--- src/inc/csf_pkg.sv ---
package csf_pkg;
  // wishbone word offsets (byte addresses)
  localparam logic [7:0] OFS_PORT_MODE = 8'h00;
  localparam logic [7:0] OFS_RATE_CTRL = 8'h04;
  localparam logic [7:0] OFS_REF_CTRL = 8'h08;
  localparam logic [7:0] OFS_GAIN_CTRL = 8'h0c;
  localparam logic [7:0] OFS_DAC_CTRL = 8'h10;
  localparam logic [7:0] OFS_ADC_STAT = 8'h14;
  localparam logic [7:0] OFS_WORD_STAT = 8'h18;
  // field positions
  localparam int POS_MODE_DATA = 0;
  localparam int POS_MODE_MIXED = 1;
  localparam int POS_RATE_SEL = 0;
  localparam int POS_MCLK_DIV = 4;
  localparam int POS_REF_UP = 6;
  localparam int POS_GAIN_SEL = 4;
  localparam int POS_MUTE = 7;
  localparam int POS_IBYPASS = 5;
  // values after reset
  localparam logic [1:0] RST_MODE = 2'h0;
  localparam logic [1:0] RST_RATE_SEL = 2'h0;
  localparam logic [2:0] RST_MCLK_DIV = 3'h0;
  localparam logic [2:0] RST_GAIN_SEL = 3'h0;
  localparam logic [15:0] RST_DAC_WORD = 16'h0000;
  // cycle counts
  localparam logic [2:0] MOD_DIV_LAST = 3'h7;  // device clock over 8
  localparam logic [1:0] SCLK_HALF_LAST = 2'h3; // 4 device clocks per half
  localparam logic [4:0] SP_BITS_LAST = 5'h0f;  // 16-bit frame
  // datapath widths and limits
  localparam int DEC_W = 27;
  localparam int INT_W = 40;
  localparam int DSM_W = 18;
  localparam int DEC_OUT_SHIFT = 14;
  localparam logic [14:0] ADC_POS_MAX = 15'h3fff;
  localparam logic [14:0] ADC_NEG_MAX = 15'h4000;
  localparam logic [15:0] DAC_POS_FS = 16'h7fff;
  localparam logic [15:0] DAC_NEG_FS = 16'h8000;
  localparam logic FLAG_DATA = 1'b0;

  // log2 of the moving-sum length for a rate code: 256,128,64,32
  function automatic logic [3:0] csf_log2n(input logic [1:0] rate);
    csf_log2n = 4'h8 - {2'h0, rate};
  endfunction

  // last count of a sample interval in modulator ticks (length minus one)
  function automatic logic [7:0] csf_len_last(input logic [1:0] rate);
    csf_len_last = 8'hff >> rate;
  endfunction
endpackage

--- src/csf_decim.sv ---
`timescale 1ns/1ps
`default_nettype none
module csf_decim (
  input wire logic clk_i,                  // master clock
  input wire logic rst_i,                  // sync reset, active high
  input wire logic ce_i,                   // modulator rate tick
  input wire logic smp_i,                  // sample strobe, on a ce_i cycle
  input wire logic bit_i,                  // modulator bit, 1 means +1
  input wire logic [1:0] rate_i,           // sample rate code
  output logic [14:0] word_o               // decimated sample
);
  import csf_pkg::*;

  logic signed [DEC_W-1:0] in1_r, in2_r, in3_r;
  logic signed [DEC_W-1:0] cd1_r, cd2_r, cd3_r;
  logic signed [DEC_W-1:0] x_in, d1, d2, d3, scaled;
  logic [3:0] shamt;

  // single bit maps onto +1 or -1
  assign x_in = bit_i ? DEC_W'(1) : -DEC_W'(1);
  // combs at the low rate; one-sample delay gives the length-n sum
  assign d1 = in3_r - cd1_r;
  assign d2 = d1 - cd2_r;
  assign d3 = d2 - cd3_r;
  // full scale is n cubed, bring it to 15 bits
  assign shamt = 4'(3 * csf_log2n(rate_i) - DEC_OUT_SHIFT);
  assign scaled = d3 >>> shamt;

  // three integrators at the modulator rate
  always_ff @(posedge clk_i)
  begin
    if (rst_i)
    begin
      in1_r <= '0;
      in2_r <= '0;
      in3_r <= '0;
    end
    else if (ce_i)
    begin
      in1_r <= in1_r + x_in;
      in2_r <= in2_r + in1_r;
      in3_r <= in3_r + in2_r;
    end
  end

  // comb delays and saturated output; +n^3 would overflow by one lsb
  always_ff @(posedge clk_i)
  begin
    if (rst_i)
    begin
      cd1_r <= '0;
      cd2_r <= '0;
      cd3_r <= '0;
      word_o <= '0;
    end
    else if (smp_i)
    begin
      cd1_r <= in3_r;
      cd2_r <= d1;
      cd3_r <= d2;
      if (scaled > DEC_W'(signed'({1'b0, ADC_POS_MAX})))
        word_o <= ADC_POS_MAX;
      else if (scaled < -DEC_W'(signed'({1'b0, ADC_NEG_MAX})))
        word_o <= ADC_NEG_MAX;
      else
        word_o <= scaled[14:0];
    end
  end
endmodule
`default_nettype wire

--- src/csf_codec_core.sv ---
// Our own choices: the Wishbone register port and the placing of the registers.
`timescale 1ns/1ps
`default_nettype none
module csf_codec_core (
  input wire logic clk_i,                  // external master clock
  input wire logic rst_i,                  // sync reset, active high
  // classic wishbone slave
  input wire logic wb_cyc_i,               // cycle
  input wire logic wb_stb_i,               // strobe
  input wire logic wb_we_i,                // write enable
  input wire logic [7:0] wb_adr_i,         // byte address
  input wire logic [3:0] wb_sel_i,         // byte lanes
  input wire logic [31:0] wb_dat_i,        // write data
  output logic [31:0] wb_dat_o,            // read data
  output logic wb_ack_o,                   // acknowledge
  // converter side
  input wire logic adc_bit_i,              // analog modulator bitstream
  output logic mod_tick_o,                 // modulator rate pulse
  output logic dac_bit_o,                  // digital modulator bit
  output logic [2:0] output_gain_sel_o,    // analog output gain code
  output logic mute_o,                     // analog output mute
  output logic reference_output_enable_o,  // buffered reference enable
  // serial host port
  output logic sclk_o,                     // serial clock
  output logic sdo_o,                      // serial data out
  output logic sdofs_o,                    // output frame sync
  input wire logic sdi_i,                  // serial data in
  input wire logic sdifs_i                 // input frame sync
);
  import csf_pkg::*;

  typedef enum logic [1:0] {SP_IDLE, SP_SYNC, SP_SHIFT} csf_sp_e;

  // control registers
  logic [1:0] mode_r;
  logic [1:0] rate_r;
  logic [2:0] mdiv_r;
  logic ref_up_r;
  logic [2:0] gain_r;
  logic mute_r;
  logic byp_r;
  // clock enables
  logic [2:0] mdiv_cnt_r;
  logic [2:0] mod_cnt_r;
  logic [7:0] smp_cnt_r;
  logic [1:0] half_cnt_r;
  logic [2:0] mdiv_last;
  logic dm_ce, mod_ce, smp, half_ce;
  // synchronisers
  logic adc_s1_r, adc_s2_r, sdi_s1_r, sdi_s2_r, fs_s1_r, fs_s2_r;
  // serial port
  csf_sp_e sp_st_r;
  logic [15:0] shreg_r;
  logic [15:0] shift_nxt;
  logic [4:0] bit_cnt_r;
  logic pend_r, rx_en_r, sclk_r, rise_ev, fall_ev, frame_end;
  logic mixed, is_ctrl;
  logic [15:0] tx_word, rx_dac;
  // sample words
  logic [14:0] adc_word;
  logic [15:0] dac_hold_r;
  logic [15:0] dac_cur_r;
  logic [15:0] ctl_word_r;
  // interpolator
  logic signed [INT_W-1:0] ci_d1_r, ci_d2_r, ci_d3_r, comb_r;
  logic signed [INT_W-1:0] e1, e2, e3, ip_in, ip_scaled;
  logic signed [INT_W-1:0] ig1_r, ig2_r, ig3_r;
  logic stuff_r;
  logic [15:0] ip_out, dsm_in;
  // sigma-delta modulator
  logic signed [DSM_W-1:0] dsm_acc_r, dsm_fb;
  // bus
  logic wb_req, wb_wr, lane0;
  logic hit_mode, hit_rate, hit_ref, hit_gain, hit_dac, hit_adc, hit_word;
  logic [31:0] rd_mux;

  // divide ratios 1..5, unused codes fall back to 1
  assign mdiv_last = (mdiv_r > 3'h4) ? 3'h0 : mdiv_r;
  assign dm_ce = (mdiv_cnt_r == mdiv_last);
  assign mod_ce = dm_ce && (mod_cnt_r == MOD_DIV_LAST);
  assign smp = mod_ce && (smp_cnt_r == csf_len_last(rate_r));
  assign half_ce = dm_ce && (half_cnt_r == SCLK_HALF_LAST);

  // clock dividers; every slower rate is an enable off the master clock
  always_ff @(posedge clk_i)
  begin
    if (rst_i)
    begin
      mdiv_cnt_r <= '0;
      mod_cnt_r <= '0;
      smp_cnt_r <= '0;
      half_cnt_r <= '0;
    end
    else
    begin
      mdiv_cnt_r <= dm_ce ? 3'h0 : mdiv_cnt_r + 3'h1;
      if (dm_ce)
      begin
        mod_cnt_r <= mod_cnt_r + 3'h1;
        half_cnt_r <= half_cnt_r + 2'h1;
      end
      // rate change restarts cleanly since a count past the new last one is cleared
      if (smp || (mod_ce && smp_cnt_r > csf_len_last(rate_r)))
        smp_cnt_r <= '0;
      else if (mod_ce)
        smp_cnt_r <= smp_cnt_r + 8'h1;
    end
  end

  // pin inputs come from other clock domains: two flops each
  always_ff @(posedge clk_i)
  begin
    if (rst_i)
    begin
      {adc_s1_r, adc_s2_r} <= 2'h0;
      {sdi_s1_r, sdi_s2_r} <= 2'h0;
      {fs_s1_r, fs_s2_r} <= 2'h0;
    end
    else
    begin
      adc_s1_r <= adc_bit_i;
      adc_s2_r <= adc_s1_r;
      sdi_s1_r <= sdi_i;
      sdi_s2_r <= sdi_s1_r;
      fs_s1_r <= sdifs_i;
      fs_s2_r <= fs_s1_r;
    end
  end

  // adc decimation
  csf_decim u_decim (
    .clk_i(clk_i),
    .rst_i(rst_i),
    .ce_i(mod_ce),
    .smp_i(smp),
    .bit_i(adc_s2_r),
    .rate_i(rate_r),
    .word_o(adc_word)
  );

  // serial framing decode
  assign mixed = mode_r[POS_MODE_DATA] && mode_r[POS_MODE_MIXED];
  assign rise_ev = half_ce && !sclk_r;
  assign fall_ev = half_ce && sclk_r;
  assign shift_nxt = {shreg_r[14:0], sdi_s2_r};
  assign frame_end = fall_ev && (sp_st_r == SP_SHIFT)
    && (bit_cnt_r == SP_BITS_LAST);
  // data flag in the msb for mixed mode, else sample left justified
  assign tx_word = mixed ? {FLAG_DATA, adc_word} : {adc_word, 1'b0};
  // control mode carries control only; mixed mode flags it in the msb
  assign is_ctrl = !mode_r[POS_MODE_DATA]
    || (mixed && (shift_nxt[15] != FLAG_DATA));
  assign rx_dac = mixed ? {shift_nxt[14:0], 1'b0} : shift_nxt;

  // serial clock runs free at device clock over 8
  always_ff @(posedge clk_i)
  begin
    if (rst_i)
      sclk_r <= 1'b0;
    else if (half_ce)
      sclk_r <= !sclk_r;
  end

  // shared shift register; frames start only on the device's sample
  always_ff @(posedge clk_i)
  begin
    if (rst_i)
    begin
      sp_st_r <= SP_IDLE;
      shreg_r <= '0;
      bit_cnt_r <= '0;
      pend_r <= 1'b0;
      rx_en_r <= 1'b0;
      sdo_o <= 1'b0;
      sdofs_o <= 1'b0;
    end
    else
    begin
      if (smp)
        pend_r <= 1'b1;
      case (sp_st_r)
        SP_IDLE:
        begin
          if (rise_ev && pend_r)
          begin
            pend_r <= smp;
            shreg_r <= tx_word;
            sdofs_o <= 1'b1;
            rx_en_r <= 1'b0;
            sp_st_r <= SP_SYNC;
          end
        end
        SP_SYNC:
        begin
          // host frame sync sits one bit ahead of its msb
          if (fall_ev && fs_s2_r)
            rx_en_r <= 1'b1;
          if (rise_ev)
          begin
            sdofs_o <= 1'b0;
            sdo_o <= shreg_r[15];
            bit_cnt_r <= '0;
            sp_st_r <= SP_SHIFT;
          end
        end
        SP_SHIFT:
        begin
          if (rise_ev)
            sdo_o <= shreg_r[15];
          if (fall_ev)
          begin
            shreg_r <= shift_nxt;
            bit_cnt_r <= bit_cnt_r + 5'h1;
            if (bit_cnt_r == SP_BITS_LAST)
              sp_st_r <= SP_IDLE;
          end
        end
        default:
          sp_st_r <= SP_IDLE;
      endcase
    end
  end

  // received words; a missing host word leaves the old dac word standing
  always_ff @(posedge clk_i)
  begin
    if (rst_i)
    begin
      dac_hold_r <= RST_DAC_WORD;
      ctl_word_r <= '0;
      dac_cur_r <= RST_DAC_WORD;
    end
    else
    begin
      if (frame_end && rx_en_r)
      begin
        if (is_ctrl)
          ctl_word_r <= shift_nxt;
        else
          dac_hold_r <= rx_dac;
      end
      if (smp)
        dac_cur_r <= dac_hold_r;
    end
  end

  // interpolator combs at the sample rate on the two's complement word
  assign e1 = INT_W'(signed'(dac_cur_r)) - ci_d1_r;
  assign e2 = e1 - ci_d2_r;
  assign e3 = e2 - ci_d3_r;
  // zero stuffing: the comb output enters once per sample interval
  assign ip_in = stuff_r ? comb_r : '0;
  // gain of n squared removed by shift
  assign ip_scaled = ig3_r >>> (2 * csf_log2n(rate_r));
  assign ip_out = (ip_scaled > INT_W'(signed'(DAC_POS_FS))) ? DAC_POS_FS
    : (ip_scaled < -INT_W'(signed'({1'b0, DAC_NEG_FS}))) ? DAC_NEG_FS
    : ip_scaled[15:0];
  assign dsm_in = byp_r ? dac_cur_r : ip_out;

  // comb state and one-tick stuffing flag
  always_ff @(posedge clk_i)
  begin
    if (rst_i)
    begin
      ci_d1_r <= '0;
      ci_d2_r <= '0;
      ci_d3_r <= '0;
      comb_r <= '0;
      stuff_r <= 1'b0;
    end
    else
    begin
      if (smp)
      begin
        ci_d1_r <= INT_W'(signed'(dac_cur_r));
        ci_d2_r <= e1;
        ci_d3_r <= e2;
        comb_r <= e3;
      end
      if (smp)
        stuff_r <= 1'b1;
      else if (mod_ce)
        stuff_r <= 1'b0;
    end
  end

  // integrators at device clock over 8
  always_ff @(posedge clk_i)
  begin
    if (rst_i)
    begin
      ig1_r <= '0;
      ig2_r <= '0;
      ig3_r <= '0;
    end
    else if (mod_ce)
    begin
      ig1_r <= ig1_r + ip_in;
      ig2_r <= ig2_r + ig1_r;
      ig3_r <= ig3_r + ig2_r;
    end
  end

  // first-order digital modulator; feedback is +/- full scale
  assign dsm_fb = dsm_acc_r[DSM_W-1] ? DSM_W'(signed'(DAC_NEG_FS))
    : DSM_W'(signed'(DAC_POS_FS));
  always_ff @(posedge clk_i)
  begin
    if (rst_i)
    begin
      dsm_acc_r <= '0;
      dac_bit_o <= 1'b0;
      mod_tick_o <= 1'b0;
    end
    else
    begin
      mod_tick_o <= mod_ce;
      if (mod_ce)
      begin
        dsm_acc_r <= dsm_acc_r + DSM_W'(signed'(dsm_in)) - dsm_fb;
        dac_bit_o <= !dsm_acc_r[DSM_W-1];
      end
    end
  end

  // bus decode; a write lands on the edge where the master sees ack
  assign wb_req = wb_cyc_i && wb_stb_i && !wb_ack_o;
  assign wb_wr = wb_cyc_i && wb_stb_i && wb_we_i && wb_ack_o;
  assign lane0 = wb_sel_i[0];
  assign hit_mode = (wb_adr_i == OFS_PORT_MODE);
  assign hit_rate = (wb_adr_i == OFS_RATE_CTRL);
  assign hit_ref = (wb_adr_i == OFS_REF_CTRL);
  assign hit_gain = (wb_adr_i == OFS_GAIN_CTRL);
  assign hit_dac = (wb_adr_i == OFS_DAC_CTRL);
  assign hit_adc = (wb_adr_i == OFS_ADC_STAT);
  assign hit_word = (wb_adr_i == OFS_WORD_STAT);
  // unmapped addresses read as zero and still acknowledge
  assign rd_mux =
      hit_mode ? {30'h0, mode_r}
    : hit_rate ? {25'h0, mdiv_r, 2'h0, rate_r}
    : hit_ref ? {25'h0, ref_up_r, 6'h0}
    : hit_gain ? {24'h0, mute_r, gain_r, 4'h0}
    : hit_dac ? {26'h0, byp_r, 5'h0}
    : hit_adc ? {17'h0, adc_word}
    : hit_word ? {ctl_word_r, dac_hold_r}
    : 32'h0;

  // one wait state: ack the cycle after the request, drop it next
  always_ff @(posedge clk_i)
  begin
    if (rst_i)
    begin
      wb_ack_o <= 1'b0;
      wb_dat_o <= '0;
    end
    else
    begin
      wb_ack_o <= wb_req;
      if (wb_req)
        wb_dat_o <= rd_mux;
    end
  end

  // register writes, byte lane 0 holds every field
  always_ff @(posedge clk_i)
  begin
    if (rst_i)
    begin
      mode_r <= RST_MODE;
      rate_r <= RST_RATE_SEL;
      mdiv_r <= RST_MCLK_DIV;
      ref_up_r <= 1'b0;
      gain_r <= RST_GAIN_SEL;
      mute_r <= 1'b0;
      byp_r <= 1'b0;
    end
    else if (wb_wr && lane0)
    begin
      if (hit_mode)
        mode_r <= wb_dat_i[POS_MODE_MIXED:POS_MODE_DATA];
      if (hit_rate)
      begin
        rate_r <= wb_dat_i[POS_RATE_SEL+:2];
        mdiv_r <= wb_dat_i[POS_MCLK_DIV+:3];
      end
      if (hit_ref)
        ref_up_r <= wb_dat_i[POS_REF_UP];
      if (hit_gain)
      begin
        gain_r <= wb_dat_i[POS_GAIN_SEL+:3];
        mute_r <= wb_dat_i[POS_MUTE];
      end
      if (hit_dac)
        byp_r <= wb_dat_i[POS_IBYPASS];
    end
  end

  // analog controls straight from their registers
  assign output_gain_sel_o = gain_r;
  assign mute_o = mute_r;
  assign reference_output_enable_o = ref_up_r;
  assign sclk_o = sclk_r;
endmodule
`default_nettype wire

--- config.mk ---
export PLATFORM = sky130hd
export DESIGN_NAME = csf_codec_core
export DESIGN_NICKNAME = d
export VERILOG_FILES = /design/src/inc/csf_pkg.sv /design/src/csf_decim.sv /design/src/csf_codec_core.sv
export SDC_FILE = /design/constraint.sdc
export NUM_CORES = 2
export LEC_CHECK = 0
export ABC_AREA = 1
export BUFFER_PORTS_ARGS = -buffer_cell sky130_fd_sc_hd__buf_2
export CAP_MARGIN = 40
export CELL_PAD_IN_SITES_DETAIL_PLACEMENT = 1
export CELL_PAD_IN_SITES_GLOBAL_PLACEMENT = 1
export CORE_AREA = 2 2 241 362
export CTS_CLUSTER_SIZE = 30
export DETAILED_ROUTE_END_ITERATION = 8
export DIE_AREA = 0 0 243 364
export PLACE_DENSITY_LB_ADDON = 0.1
export SYNTH_ARGS = -nofsm -noshare
export SYNTH_HDL_FRONTEND = slang
export SYNTH_HIERARCHICAL = 1
export SYNTH_SLANG_ARGS = --single-unit
--- constraint.sdc ---
create_clock -name clk_i -period 9.5 [get_ports clk_i]
set_clock_uncertainty 0.2 [all_clocks]
set_input_delay 0.475 -clock clk_i [delete_from_list [all_inputs] [get_ports clk_i]]
set_output_delay 0.475 -clock clk_i [all_outputs]
set_load 0.02 [all_outputs]
==> impl_results.md <==
* Final core occ at 53.5%
* Critical Path Start: u_decim/in3_r[2]
* PortBufs at 65
* RSZ-0062 raised after global routing: no
* Initial Util at between 40% and 50%
* Fmax at 131 MHz
* Via count at between 40k and 50k
* Synth area leader: dfxtp_1
* Reg2reg start: u_decim/in3_r[2]
* Drt first-iter violations at roughly 1.9k
* Post-Syn Instances at 6495
* Post-synth EDFFs at 0
* Max clock buf depth at 3
* Pwr per Cell Area at ~170 mW/mm²
* Final hold viol count at 0
* Initial antenna violation count at 1
* Fill cells at 11.8k
* Post-synth top cells: nand2_1, inv_1, a21oi_1, nor2_1, o21ai_0
* Tcrit/Tclk final at 80.6%
* Fin Setup TNS at 0 ns
* Status: finished clean
* Async S/R FF share, synth at 0%
* Internal reg-to-reg setup slack at 1.84 ns
* Area growth, synth to finish at 8.14%
* Slew Viols, Final at 0
* Endpoint type of the worst setup path: register
* Logic pwr share at 34.0%
* # DRC at 0
* Worst min path class: in2reg
* Sw power at 0.00290 W
* Worst Hold Launch: wb_we_i
* First-pass GRT wire length at 229000 µm
* CTS tree: done
* I/O Pins at between 90 and 100
* Worst r2r dst: u_decim/word_o[1]
* Worst reg2reg path depth at 42
* Crit-path most repeated cell: nand2_1
* Avg Vias per Cell at ~5.6
* Detail Route Antenna Nets at 0
* Slowest CP cell: o21ai_0
* Clk slew on worst S/H paths at 0.06 ns
* Internal at 0.00475 W
* Die area at 0.0885 mm²
* Pre-CTS setup slack at 1.90 ns
* Num rows at 132
* Final setup vio count at 0
* Core area at approximately 0.086 mm²
* Worst Path Arrival at 7.99 ns
* Largest net degree at the start of global routing at 98
* Clock root buffer: clkbuf_16
* Worst setup path endpoint: u_decim/word_o[1]
* Max stage delay on crit path at 0.55 ns
* Maximum VDD drop at between 0.2 and 0.25 mV
* Synth top area share at 26.2%
* Dpl hpwl at 111000 µm
* Dominant cells by area after synthesis: dfxtp_1, nand2_1, ha_1
* Seq/Total Area, Yosys at between 20% and 30%
* Critical path startpoint category: register
* Final WL at 143000 µm
* DR WL/cell at between 15 and 20 µm
* Synthesized area at approximately 0.042 mm²
* Mapped Nets at 6936
* Crit path kind: reg2reg
* CTS buffer count at ~60
* Data required, critical path at 9.83 ns
* Worst skew pair latency at 0.68 ns
* Area of the multi-input gates at about 0.027 mm²
* Worst rel slew slack at 36.7%
* Final worst setup slack at 1.84 ns
* Number of global-route vias before repair at 45.5k
* Clock sinks at ~550
* DRT Pass-1 Iters at 5
* Sw Ratio at 37.9%
* Synthesized flop and latch total at 553
* Count leader, synth: nand2_1
* Post-synth cell types at 72
* Clk pwr share at 34.8%
* Buf/Inv on CP at 3
* Family with the most delay on the worst path: compound AO/OA/AOI/OAI gates
* Max-Cap Viols at 0
* Die Height at between 300 and 400 µm
* Chip Width at between 200 and 250 µm
* Min Tclk post-route at 7.66 ns
* Syn Area/Cell at 6.51 µm²
* Gpl congestion at 0.959
* Leak at 22.2 nW
* Gr usage total at 31.7%
* Largest fanout on the critical path at 14
* Share of post-route cells with drive strength above 1 at between 5 and 6%
* Reg area at between 0.01 and 0.015 mm²
* Crit. path cell count at 42
* Worst-Margin Slew at 0.947 ns
* Nets at 6888
* Warnings from Yosys at 6
* Postcts setup bufs at 0
* Flop pwr share at 31.2%
* Post-CTS sizing at 0
* CTS H-tree lvls at 2
* Gr ovfl total at 0
* Main flop type after synthesis: dfxtp_1
==> worst min-delay path by stage <==
stage	end	slack, ns	cells past startpoint
after floorplan	adc_s2_r	0.19	2
after global placement	sdi_s2_r	0.19	2
after detailed placement	sdi_s2_r	0.20	2
after CTS	reference_output_enable_o	0.11	3
after global routing	reference_output_enable_o	0.16	3
final	reference_output_enable_o	0.15	3
==> stage by stage <==
stage	instances	power, W	hold slack (ns)	area, µm²
CTS	7635	0.00769	0.109	45700
finish	7636	0.00765	0.147	45700
global route	7636	0.00809	0.164	45700
detailed placement	7514	0.00499	0.200	43400
global placement	7504	0.00494	0.192	43200
floorplan	6495	0.00443	0.188	42300
==> timing repair <==
item                                    4_1_cts  5_1_grt
endpoints found under the hold margin        33        0
endpoints found under the setup margin        0        0
hold buffers                                 11        0
==> power groups by stage <==
stage,clock (W),combinational [W],sequential (W)
after floorplan,0,0.00201,0.00242
after global placement,0,0.00251,0.00244
after detailed placement,0,0.00255,0.00244
after CTS,0.00271,0.00259,0.00238
after global routing,0.00279,0.00292,0.00239
final,0.00266,0.00260,0.00238
==> layout by cell type, fill, tap and decap left out, types with 11 or more instances in the layout <==
cell type / n
o21ai_0: 658
nor3_1: 48
nand3_2: 14
bufinv_16: 13
or2_2: 13
inv_1: 826
buf_4: 27
fa_1: 29
o22ai_1: 14
xnor2_1: 101
o21a_1: 22
clkbuf_16: 59
a21boi_0: 16
buf_2: 65
dfxtp_1: 552
nand2_2: 36
nand4_1: 33
nand3_1: 387
o21bai_1: 15
dlygate4sd3_1: 11
o211ai_1: 29
a31oi_1: 36
ha_1: 360
nand2_1: 1304
o21ai_1: 15
a21oi_2: 25
a211oi_1: 13
nor2_1: 693
a21o_1: 30
xor2_1: 151
a21oi_1: 749
==> logic make-up after synthesis <==
group,synth area share (%)
AOI/OAI and AO/OA,21.1
xor gates and xnor gates,5.26
adders and majority gates,12.0
buffers and inverters,10.0
DFF,26.2
muxes,0.145
and+or+nand+nor,25.3
==> worst register-to-register path: cells and delay by family (launching register included) <==
| family | cells | cell delay [ns] |
|---|---|---|
| flops | 1 | 0.36 |
| buf+inv | 3 | 0.25 |
| fa+ha+maj | 3 | 1.02 |
| compound gates | 13 | 3.07 |
| xor+xnor | 3 | 0.82 |
| simple gates | 20 | 1.82 |
==> sequential cells by signal (all words and copies together) (netlist names), 15 cells and up <==
signal / flops
comb_r: 40
ig1_r: 40
ig2_r: 40
ig3_r: 40
wb_dat_o: 32
u_decim/cd1_r: 27
u_decim/cd2_r: 27
u_decim/cd3_r: 27
u_decim/in1_r: 27
u_decim/in2_r: 27
u_decim/in3_r: 27
ci_d3_r: 18
dsm_acc_r: 18
ci_d2_r: 17
ci_d1_r: 16
ctl_word_r: 16
dac_cur_r: 16
dac_hold_r: 16
shreg_r: 16
u_decim/word_o: 15
==> metal layers <==
metal	vias to the layer above	GRT usage (%)	share of wire, %
li1	21289	-	-
met1	20852	31.0	37
met3	380	2.86	2.3
met5	-	0	0
met4	0	19.7	6.7
met2	615	63.3	54
==> area by class of cell <==
type                    instances  share of cell area (%)
diodes                          1                 0.00547
clock buffers                  72                    3.51
clock inverters                38                    1.31
inverters                     843                    6.95
multi-input cells            4878                    59.0
flip-flops and latches        553                    24.2
well taps                    1139                    3.12
repair buffers                112                    1.89
No activity file was read; power rests on OpenSTA's default activity.
